$ cat config.mk
export PLATFORM = sky130hd
export DESIGN_NAME = cmcs_top
export DESIGN_NICKNAME = d
export VERILOG_FILES = /design/src/verilog/cmcs_pkg.sv /design/src/verilog/cmcs_serial_rx.sv /design/src/verilog/cmcs_top.sv
export SDC_FILE = /design/constraint.sdc
export NUM_CORES = 1
export LEC_CHECK = 0
export ABC_AREA = 1
export BUFFER_PORTS_ARGS = -buffer_cell sky130_fd_sc_hd__buf_2
export CORE_ASPECT_RATIO = 0.5
export CORE_MARGIN = 2
export CORE_UTILIZATION = 48
export DETAILED_ROUTE_END_ITERATION = 8
export GPL_TIMING_DRIVEN = 0
export PLACE_DENSITY = 0.69
export SETUP_SLACK_MARGIN = 0.4
export SLEW_MARGIN = 20
export SYNTH_ARGS = -nofsm -noshare
export SYNTH_HDL_FRONTEND = slang
export SYNTH_HIERARCHICAL = 1
export SYNTH_SLANG_ARGS = --single-unit
$ cat constraint.sdc
create_clock -name clock -period 8.01 [get_ports clock]
set_input_delay 1.2015 -clock clock [delete_from_list [all_inputs] [get_ports clock]]
set_output_delay 1.2015 -clock clock [all_outputs]
set_load 0.02 [all_outputs]
$ cat src/verilog/cmcs_pkg.sv
// Constants and types shared by the control mode configuration select block
package cmcs_pkg;

	// Clock of this block (readout domain)
	localparam int CMCS_CLK_NS = 50;

	// Serial frame layout: 12-bit header, 4-bit address, 16 data bits
	localparam int             CMCS_FRAME_BITS = 32;
	localparam logic [4:0]     CMCS_FRAME_LAST = 5'h1f;
	localparam logic [11:0]    CMCS_FRAME_HDR  = 12'h001;
	localparam int             CMCS_ADDR_W     = 4;
	localparam int             CMCS_DATA_W     = 16;

	// Register addresses
	localparam logic [3:0] CMCS_ADDR_CONFIG   = 4'h1;
	localparam logic [3:0] CMCS_ADDR_OFFSET   = 4'h2;
	localparam logic [3:0] CMCS_ADDR_FULLSCL  = 4'h3;
	localparam logic [3:0] CMCS_ADDR_PH_FINE  = 4'hd;
	localparam logic [3:0] CMCS_ADDR_PH_CRS   = 4'he;
	localparam logic [3:0] CMCS_ADDR_BUF_PAT  = 4'hf;

	// Configuration register fields
	localparam int CMCS_CFG_DIFF_RST_BIT  = 14;
	localparam int CMCS_CFG_TRIM_DIS_BIT  = 13;
	localparam int CMCS_CFG_DUTY_STAB_BIT = 12;
	localparam int CMCS_CFG_DDR_PH_BIT    = 11;
	localparam int CMCS_CFG_SINGLE_BIT    = 10;
	localparam int CMCS_CFG_EDGE_BIT      = 8;
	// Adjust fields of offset and full-scale registers
	localparam int CMCS_ADJ_LSB           = 7;
	localparam int CMCS_ADJ_MSB           = 15;
	// Pattern output select in buffer/pattern register
	localparam int CMCS_PAT_SEL_BIT       = 11;

	// Power-on values of the registers
	localparam logic [15:0] CMCS_CONFIG_RST   = 16'h9eff;
	localparam logic [15:0] CMCS_OFFSET_RST   = 16'h0000;
	localparam logic [15:0] CMCS_FULLSCL_RST  = 16'h8000;
	localparam logic [15:0] CMCS_PH_FINE_RST  = 16'h0000;
	localparam logic [15:0] CMCS_PH_CRS_RST   = 16'h0000;
	localparam logic [15:0] CMCS_BUF_PAT_RST  = 16'h0000;

	// Three-level pin codes from the pin level detector
	localparam logic [1:0] CMCS_PIN_LOW  = 2'h0;
	localparam logic [1:0] CMCS_PIN_MID  = 2'h1;
	localparam logic [1:0] CMCS_PIN_HIGH = 2'h3;

	// Settle time before the control mode is captured
	localparam int CMCS_MODE_SETTLE_NS  = 150;
	localparam int CMCS_MODE_SETTLE_CYC =
		(CMCS_MODE_SETTLE_NS + CMCS_CLK_NS - 1) / CMCS_CLK_NS;

	typedef enum logic {
		CMCS_MODE_WAIT,
		CMCS_MODE_HELD
	} cmcs_mode_st_t;

endpackage

$ cat src/verilog/cmcs_serial_rx.sv
// Serial configuration frame receiver for the register bank
`timescale 1ns/100ps
`default_nettype none
module cmcs_serial_rx
	import cmcs_pkg::*;
(
	input  wire logic        clock,
	input  wire logic        rst,
	input  wire logic        serial_clk,
	input  wire logic        serial_data,
	input  wire logic        serial_sel_n,
	output logic             frame_valid,
	output logic [3:0]       frame_addr,
	output logic [15:0]      frame_data
);

	logic [2:0]  sclk_sync_r;
	logic [1:0]  sdat_sync_r;
	logic [1:0]  ssel_sync_r;
	logic [30:0] shift_r;
	logic [4:0]  bit_cnt_r;
	logic        sclk_rise;

	// Pins are asynchronous; two stages before any use, third for edges
	always_ff @(posedge clock or posedge rst) begin
		if (rst) begin
			sclk_sync_r <= 3'h0;
			sdat_sync_r <= 2'h0;
			ssel_sync_r <= 2'h3;
		end else begin
			sclk_sync_r <= {sclk_sync_r[1:0], serial_clk};
			sdat_sync_r <= {sdat_sync_r[0], serial_data};
			ssel_sync_r <= {ssel_sync_r[0], serial_sel_n};
		end
	end

	assign sclk_rise = sclk_sync_r[1] & ~sclk_sync_r[2];

	// Shift MSB first on rising serial clock; 33rd edge starts a new frame
	always_ff @(posedge clock or posedge rst) begin
		if (rst) begin
			shift_r   <= 31'h0;
			bit_cnt_r <= 5'h0;
		end else if (ssel_sync_r[1]) begin
			bit_cnt_r <= 5'h0; // Deselect aborts a partial frame
		end else if (sclk_rise) begin
			shift_r   <= {shift_r[29:0], sdat_sync_r[1]};
			bit_cnt_r <= (bit_cnt_r == CMCS_FRAME_LAST) ? 5'h0 :
				bit_cnt_r + 5'h1;
		end
	end

	// Frame is delivered only when the header matches exactly
	always_ff @(posedge clock or posedge rst) begin
		if (rst) begin
			frame_valid <= 1'h0;
			frame_addr  <= 4'h0;
			frame_data  <= 16'h0;
		end else begin
			frame_valid <= sclk_rise && !ssel_sync_r[1] &&
				bit_cnt_r == CMCS_FRAME_LAST &&
				shift_r[30:19] == CMCS_FRAME_HDR;
			frame_addr  <= shift_r[18:15];
			frame_data  <= {shift_r[14:0], sdat_sync_r[1]};
		end
	end

endmodule // cmcs_serial_rx
`default_nettype wire

$ cat src/verilog/cmcs_top.sv
// Control mode select, configuration registers and output strobe logic
// Operation
// - Extended mode ignores rate, range and delay pins
// - Configuration bit 10 clear selects double rate
// - Single rate: strobe frequency equals word rate
// - Double rate: strobe half rate, both edges
// - Normal mode: mid-level rate pin means double
// - Normal single rate: pin level picks edge
// - Extended mode: configuration bit 8 picks edge
// - Strobe phase zero normally, bit 11 extended
// - Power-down pin high powers core down
// - Output path stays alive during power-down
// - Outputs timed by the readout clock
// - Extended offset from register 2h bits 15:7
// - Pattern select bit puts pattern on outputs
// - Clock phase registers act only when extended
// - Delay pin normally; short delay when extended
// - Extended power-on defaults for configuration bits
// - Extended power-on defaults for trim registers
// - Two converters, one per clock edge
// - Writes are 32-bit header-address-data frames
// - Registers have no effect in normal mode
`timescale 1ns/100ps
`default_nettype none
module cmcs_top
	import cmcs_pkg::*;
(
	input  wire logic        clock,
	input  wire logic        rst,
	input  wire logic [1:0]  range_or_mode_pin,
	input  wire logic [1:0]  edge_or_rate_pin,
	input  wire logic        cal_delay_pin,
	input  wire logic        power_down_pin,
	input  wire logic        serial_clk,
	input  wire logic        serial_data,
	input  wire logic        serial_sel_n,
	input  wire logic [7:0]  buf_word_a,
	input  wire logic [7:0]  buf_word_b,
	input  wire logic        buf_word_valid,
	input  wire logic        buffer_empty_in,
	input  wire logic        capture_full_in,
	input  wire logic        out_of_range_in,
	output logic             buf_word_ready,
	output logic [7:0]       data_a,
	output logic [7:0]       data_b,
	output logic             output_strobe,
	output logic             buffer_empty_flag,
	output logic             capture_full_flag,
	output logic             out_of_range_flag,
	output logic             ext_mode,
	output logic             ddr_enable,
	output logic             out_edge_rising,
	output logic             ddr_phase_90,
	output logic             cal_delay_long,
	output logic             fsr_high,
	output logic             core_power_down,
	output logic             conv_rise_en,
	output logic             conv_fall_en,
	output logic             buffer_write_en,
	output logic [8:0]       full_scale_code,
	output logic [8:0]       offset_code,
	output logic [15:0]      phase_fine,
	output logic [15:0]      phase_coarse,
	output logic             pattern_enable,
	output logic             diff_reset_en,
	output logic             duty_stab_en,
	output logic             trim_disable,
	output logic [15:0]      buffer_setup
);

	// Take the 9-bit adjust field out of a trim register
	function automatic logic [8:0] adj_field(input logic [15:0] r);
		adj_field = r[CMCS_ADJ_MSB:CMCS_ADJ_LSB];
	endfunction

	logic [5:0]    pin_q1_r;
	logic [5:0]    pin_q2_r;
	logic [1:0]    mode_s;
	logic [1:0]    rate_s;
	logic          cal_s;
	logic          pd_s;
	cmcs_mode_st_t mode_st_r;
	logic [1:0]    settle_cnt_r;
	logic          frame_valid;
	logic [3:0]    frame_addr;
	logic [15:0]   frame_data;
	logic [15:0]   cfg_r;
	logic [15:0]   offset_r;
	logic [15:0]   fullscl_r;
	logic [15:0]   ph_fine_r;
	logic [15:0]   ph_crs_r;
	logic [15:0]   buf_pat_r;
	logic          reg_wr;
	logic          take;
	logic          slow_word;
	logic          half_r;
	logic [7:0]    pat_r;

	// Pins come from outside: two stages before any logic reads them
	always_ff @(posedge clock or posedge rst) begin
		if (rst) begin
			pin_q1_r <= 6'h0;
			pin_q2_r <= 6'h0;
		end else begin
			pin_q1_r <= {range_or_mode_pin, edge_or_rate_pin,
				cal_delay_pin, power_down_pin};
			pin_q2_r <= pin_q1_r;
		end
	end

	assign mode_s = pin_q2_r[5:4];
	assign rate_s = pin_q2_r[3:2];
	assign cal_s  = pin_q2_r[1];
	assign pd_s   = pin_q2_r[0];

	// Mode is captured once; later pin movement cannot swap sources
	always_ff @(posedge clock or posedge rst) begin
		if (rst) begin
			mode_st_r    <= CMCS_MODE_WAIT;
			settle_cnt_r <= 2'h0;
			ext_mode     <= 1'h0;
		end else begin
			unique case (mode_st_r)
				CMCS_MODE_WAIT: begin
					settle_cnt_r <= settle_cnt_r + 2'h1;
					if (settle_cnt_r == 2'(CMCS_MODE_SETTLE_CYC - 1)) begin
						ext_mode  <= (mode_s == CMCS_PIN_MID);
						mode_st_r <= CMCS_MODE_HELD;
					end
				end
				CMCS_MODE_HELD: begin
					ext_mode <= ext_mode;
				end
			endcase
		end
	end

	cmcs_serial_rx u_serial_rx (
		.clock        (clock),
		.rst          (rst),
		.serial_clk   (serial_clk),
		.serial_data  (serial_data),
		.serial_sel_n (serial_sel_n),
		.frame_valid  (frame_valid),
		.frame_addr   (frame_addr),
		.frame_data   (frame_data)
	);

	// The serial port only works in extended mode
	assign reg_wr = frame_valid & ext_mode;

	// Write-only registers; contents kept through power-down
	always_ff @(posedge clock or posedge rst) begin
		if (rst) begin
			cfg_r     <= CMCS_CONFIG_RST;
			offset_r  <= CMCS_OFFSET_RST;
			fullscl_r <= CMCS_FULLSCL_RST;
			ph_fine_r <= CMCS_PH_FINE_RST;
			ph_crs_r  <= CMCS_PH_CRS_RST;
			buf_pat_r <= CMCS_BUF_PAT_RST;
		end else if (reg_wr) begin
			unique case (frame_addr)
				CMCS_ADDR_CONFIG:  cfg_r     <= frame_data;
				CMCS_ADDR_OFFSET:  offset_r  <= frame_data;
				CMCS_ADDR_FULLSCL: fullscl_r <= frame_data;
				CMCS_ADDR_PH_FINE: ph_fine_r <= frame_data;
				CMCS_ADDR_PH_CRS:  ph_crs_r  <= frame_data;
				CMCS_ADDR_BUF_PAT: buf_pat_r <= frame_data;
				default: ; // Reserved addresses are dropped
			endcase
		end
	end

	// Output format: pins in normal mode, registers in extended mode
	always_ff @(posedge clock or posedge rst) begin
		if (rst) begin
			ddr_enable      <= 1'h0;
			out_edge_rising <= 1'h0;
			ddr_phase_90    <= 1'h0;
		end else if (ext_mode) begin
			ddr_enable      <= ~cfg_r[CMCS_CFG_SINGLE_BIT];
			out_edge_rising <= cfg_r[CMCS_CFG_EDGE_BIT];
			ddr_phase_90    <= cfg_r[CMCS_CFG_DDR_PH_BIT];
		end else begin
			ddr_enable      <= (rate_s == CMCS_PIN_MID);
			out_edge_rising <= (rate_s == CMCS_PIN_HIGH);
			ddr_phase_90    <= 1'h0;
		end
	end

	// Calibration delay and range pin; extended mode forces the short delay
	always_ff @(posedge clock or posedge rst) begin
		if (rst) begin
			cal_delay_long <= 1'h0;
			fsr_high       <= 1'h0;
		end else begin
			cal_delay_long <= ~ext_mode & cal_s;
			fsr_high       <= ~ext_mode &
				(mode_s == CMCS_PIN_HIGH);
		end
	end

	// Trims and options; normal mode shows fixed values so regs do nothing
	always_ff @(posedge clock or posedge rst) begin
		if (rst) begin
			full_scale_code <= adj_field(CMCS_FULLSCL_RST);
			offset_code     <= adj_field(CMCS_OFFSET_RST);
			phase_fine      <= CMCS_PH_FINE_RST;
			phase_coarse    <= CMCS_PH_CRS_RST;
			pattern_enable  <= 1'h0;
			diff_reset_en   <= 1'h0;
			duty_stab_en    <= 1'h1;
			trim_disable    <= 1'h0;
			buffer_setup    <= CMCS_BUF_PAT_RST;
		end else if (ext_mode) begin
			full_scale_code <= adj_field(fullscl_r);
			offset_code     <= adj_field(offset_r);
			phase_fine      <= ph_fine_r;
			phase_coarse    <= ph_crs_r;
			pattern_enable  <= buf_pat_r[CMCS_PAT_SEL_BIT];
			diff_reset_en   <= cfg_r[CMCS_CFG_DIFF_RST_BIT];
			duty_stab_en    <= cfg_r[CMCS_CFG_DUTY_STAB_BIT];
			trim_disable    <= cfg_r[CMCS_CFG_TRIM_DIS_BIT];
			buffer_setup    <= buf_pat_r;
		end else begin
			full_scale_code <= adj_field(CMCS_FULLSCL_RST);
			offset_code     <= adj_field(CMCS_OFFSET_RST);
			phase_fine      <= CMCS_PH_FINE_RST;
			phase_coarse    <= CMCS_PH_CRS_RST;
			pattern_enable  <= 1'h0;
			diff_reset_en   <= 1'h0;
			duty_stab_en    <= 1'h1;
			trim_disable    <= 1'h0;
			buffer_setup    <= CMCS_BUF_PAT_RST;
		end
	end

	// Power-down stops the core, both converters and buffer writes only
	always_ff @(posedge clock or posedge rst) begin
		if (rst) begin
			core_power_down <= 1'h0;
			conv_rise_en    <= 1'h0;
			conv_fall_en    <= 1'h0;
			buffer_write_en <= 1'h0;
		end else begin
			core_power_down <= pd_s;
			conv_rise_en    <= ~pd_s;
			conv_fall_en    <= ~pd_s;
			buffer_write_en <= ~pd_s;
		end
	end

	// Buffer flags are re-timed but never gated by power-down
	always_ff @(posedge clock or posedge rst) begin
		if (rst) begin
			buffer_empty_flag <= 1'h1;
			capture_full_flag <= 1'h0;
			out_of_range_flag <= 1'h0;
		end else begin
			buffer_empty_flag <= buffer_empty_in;
			capture_full_flag <= capture_full_in;
			out_of_range_flag <= out_of_range_in;
		end
	end

	// Words need two clocks unless double rate at zero phase
	assign slow_word = ~(ddr_enable & ~ddr_phase_90);
	assign take      = buf_word_valid & buf_word_ready;

	// Word pacing; ready drops for the second half of a slow word
	always_ff @(posedge clock or posedge rst) begin
		if (rst) begin
			buf_word_ready <= 1'h0;
			half_r         <= 1'h0;
		end else begin
			buf_word_ready <= ~(take & slow_word);
			half_r         <= take & slow_word;
		end
	end

	// Data launch; pattern replaces buffer data, second bus inverted
	always_ff @(posedge clock or posedge rst) begin
		if (rst) begin
			data_a <= 8'h0;
			data_b <= 8'h0;
			pat_r  <= 8'h0;
		end else if (take) begin
			pat_r  <= pat_r + 8'h1;
			data_a <= pattern_enable ? pat_r : buf_word_a;
			data_b <= pattern_enable ? ~pat_r : buf_word_b;
		end
	end

	// Strobe: single rate gives one full period per word on chosen edge
	always_ff @(posedge clock or posedge rst) begin
		if (rst) begin
			output_strobe <= 1'h0;
		end else if (take && !ddr_enable) begin
			output_strobe <= out_edge_rising;
		end else if (take && !ddr_phase_90) begin
			output_strobe <= ~output_strobe;
		end else if (half_r) begin
			output_strobe <= ~output_strobe;
		end
	end
endmodule // cmcs_top
`default_nettype wire

==> flow_summary.ini <==
[run_status]
status = complete, no violations

[detailed_routing]
num_vias = 6067
drtPass1Iterations = 4
wl_um = 18500
drc = 0
drtAntennaViolNets = 0
drt-initial-drc-count = 358
viasPerCell = 4.67
wire_per_inst_um = 14.2

[global_routing]
grt_overflow = 0
grt_pass1_vias = 5929
grt_start_max_net_pins = 103
grt_pass1_wl_um = 30100
grt_usage = 0.184
met1_usage = 0.260
grt-busiest-layer = met2
antenna_found_initial = 0
grtUsageMet2 = 0.303
grtUsageMet3 = 0.0332

[synthesis]
synth_edf_count = 0
synth_compound_area_frac = 0.0879
syn-mean-instance-area_um2 = 10.9
yosysTopAreaCell = dfrtp_1
yosys.area_share.simple = 0.130
synth_common_cells = dfrtp_1 (249), nand2_1 (247), inv_1 (126), o21ai_0 (44), o21ai_2 (40)
synth_seq_cells = 258
netlist_area_um2 = 9360
synth_cell_type_count = 29
postSynthCellCount = 862
synth.area.mux_share = 0
synthAdderAreaFrac = 0.00534
synth_xor_area_frac = 0.00655
synth_top_area_frac = 0.665
synth_warnings = 6
yosysMostFrequentCell = dfrtp_1
synth_top_family_by_area = simple AND/OR/NAND/NOR gates
synthArstFlopShare = 1.00
seq_area_frac_synth = 0.691
synth-main-ff-cell = dfrtp_1
yosys-top-cells-area = dfrtp_1 (67%), nand2_1 (9.9%), inv_1 (5.1%)
syn-num-nets = 897

[floorplanning]
ioPinCount = 132
dieWidth_um = 202
rows = 36
dieArea_um2 = 20700
initial_utilization = 0.486
core_area_um2 = 19300
die_y_um = 103

[cts]
cts_hold_buffers = 0
ctsResizeCount = 0
ctsRootBufferMaster = clkbuf_16
cts_tree = done
cts_inserted_buffers = 23
clock-sinks = 258
cts.reportedPaths.clkPinSlew_ns = 0.06
cts_max_level = 1
clk_latency_ns = 0.51
cts_setup_buffers = 0
clock_path_buffers = 3

[critical_path]
cp_top_family = flip-flops
critPathKind = flop to output pin
critPathLaunchType = flop
cp_cell_sequence = buf_4 > buf_2
crit_buf_inv = 2
slowest_stage = dfrtp_1
max_stage_delay_ns = 0.40
end_kind = output pin
r2r_cells = 8
cp.depth = 2
cp.required_ns = 6.81
critPathArrivalTime_ns = 1.19
cp_max_fo = 3
ff2ff_setup_slack_ns = 6.63

[placed_design]
place_area_um2 = 10400
port_buffers = 131
dp_worst_setup_slack_ns = 5.67
dpl.hpwl_um = 12600
gp_congestion = 0.834

[cells_and_area]
final_area_um2 = 11100
drive_gt1_frac = 0.260
antenna_cells = 0
multi_input_area_um2 = 2150
seqCellArea_um2 = 6470
fill_cells = 1656
syn_to_final_growth_pct = 18.9
layout.nets = 1055

[sta]
period_needed_ns = 2.39
fin_tns_setup_ns = 0
hold_viol_final = 0
rsz0062_at_grt = no
fin_hold_ws_ns = 0.347
drv_slew = 0
fmax_ghz = 0.419
finalSetupViolations = 0
fin_crit_sh = 0.298
slew_headroom = 0.570
tightest_slew_ns = 0.645
setup_slack_ns = 5.62
clock_skew_ns = 0.0109

[min_path]
holdPathStages = 0
hold_path.class = flop to flop

[run]
max_cap_viol_count = 0

[power_and_ir_drop]
max-vdd-ir-drop_mv = 0.151
p_leak_uw = 0.00618
power.density_nw_per_um2 = 238
power_uw = 2650
[sequential cells by signal, indices dropped and copies added, names as in the netlist, 9 cells and up]
signal	count
u_serial_rx/shift_r	31
buf_pat_r	16
buffer_setup	16
ph_crs_r	16
ph_fine_r	16
phase_coarse	16
phase_fine	16
u_serial_rx/frame_data	16
full_scale_code	9
fullscl_r	9
offset_code	9
offset_r	9
[power breakdown]
| group | internal (uW) | total, uW | switching, uW | leakage [uW] |
|---|---|---|---|---|
| Combinational | 52.8 | 178 | 125 | 0.00238 |
| Sequential | 1360 | 1400 | 39.4 | 0.00343 |
| Clock | 614 | 1070 | 458 | 0.000362 |
| Total | 2030 | 2650 | 622 | 0.00618 |
[cell families after synthesis]
group / count (synthesis)
AOI/OAI and AO/OA: 134
adders and majority gates: 4
DFF: 258
buffers and inverters: 164
xor gates and xnor gates: 7
and+or+nand+nor: 295
[worst register-to-register path: stages, from the launching register on]
cell     delay [ns]
dfrtp_1        0.42
ha_1           0.20
nand2_1        0.06
nor2_1         0.09
ha_1           0.17
nand2_1        0.06
nor2_1         0.12
nand3_1        0.09
nor2_1         0.11
[cell type report]
| class | count | share of cell area |
|---|---|---|
| flip-flops and latches | 258 | 0.581 |
| multi-input cells | 440 | 0.193 |
| repair buffers | 133 | 0.0631 |
| clock buffers | 34 | 0.0608 |
| inverters | 130 | 0.0447 |
| well taps | 266 | 0.0299 |
| plain buffers | 34 | 0.0230 |
| clock inverters | 5 | 0.00449 |
[cells in the final DEF, fill, tap and decap left out, drive strengths merged, types with 9 or more instances in the layout]
master  netlist  layout
dfrtp       249     249
clkbuf        2      36
inv         130     130
nor2         27      27
nand2       251     251
dfstp         9       9
o21ai       116     116
buf          32     165
a21oi        17      17
nand3        10      10
[per-stage QoR]
stage          utilization  cells
2_1_floorplan            -    862
3_3_place_gp         0.537   1259
3_5_place_dp         0.540   1261
4_1_cts              0.578   1300
5_1_grt              0.578   1300
6_report             0.578   1300
[metal layers]
metal  vias up  routed length (um)
met5         -                   0
met4         0                 262
met3        26                 982
met2       136                8540
met1      2953                8680
li1       2952                   -
[worst paths after layout]
kind	end	startpoint
worst min register to register	pin_q2_r[3]	pin_q1_r[3]
worst max-delay path	buffer_setup[11]	buffer_setup[11]
min in group asynchronous	u_serial_rx/shift_r[29]	rst
worst min-delay path	pin_q2_r[3]	pin_q1_r[3]
max in group asynchronous	buffer_empty_flag	rst
worst max register to register	u_serial_rx/frame_valid	u_serial_rx/bit_cnt_r[0]
Note: power is estimated with default switching activity, not from simulation.
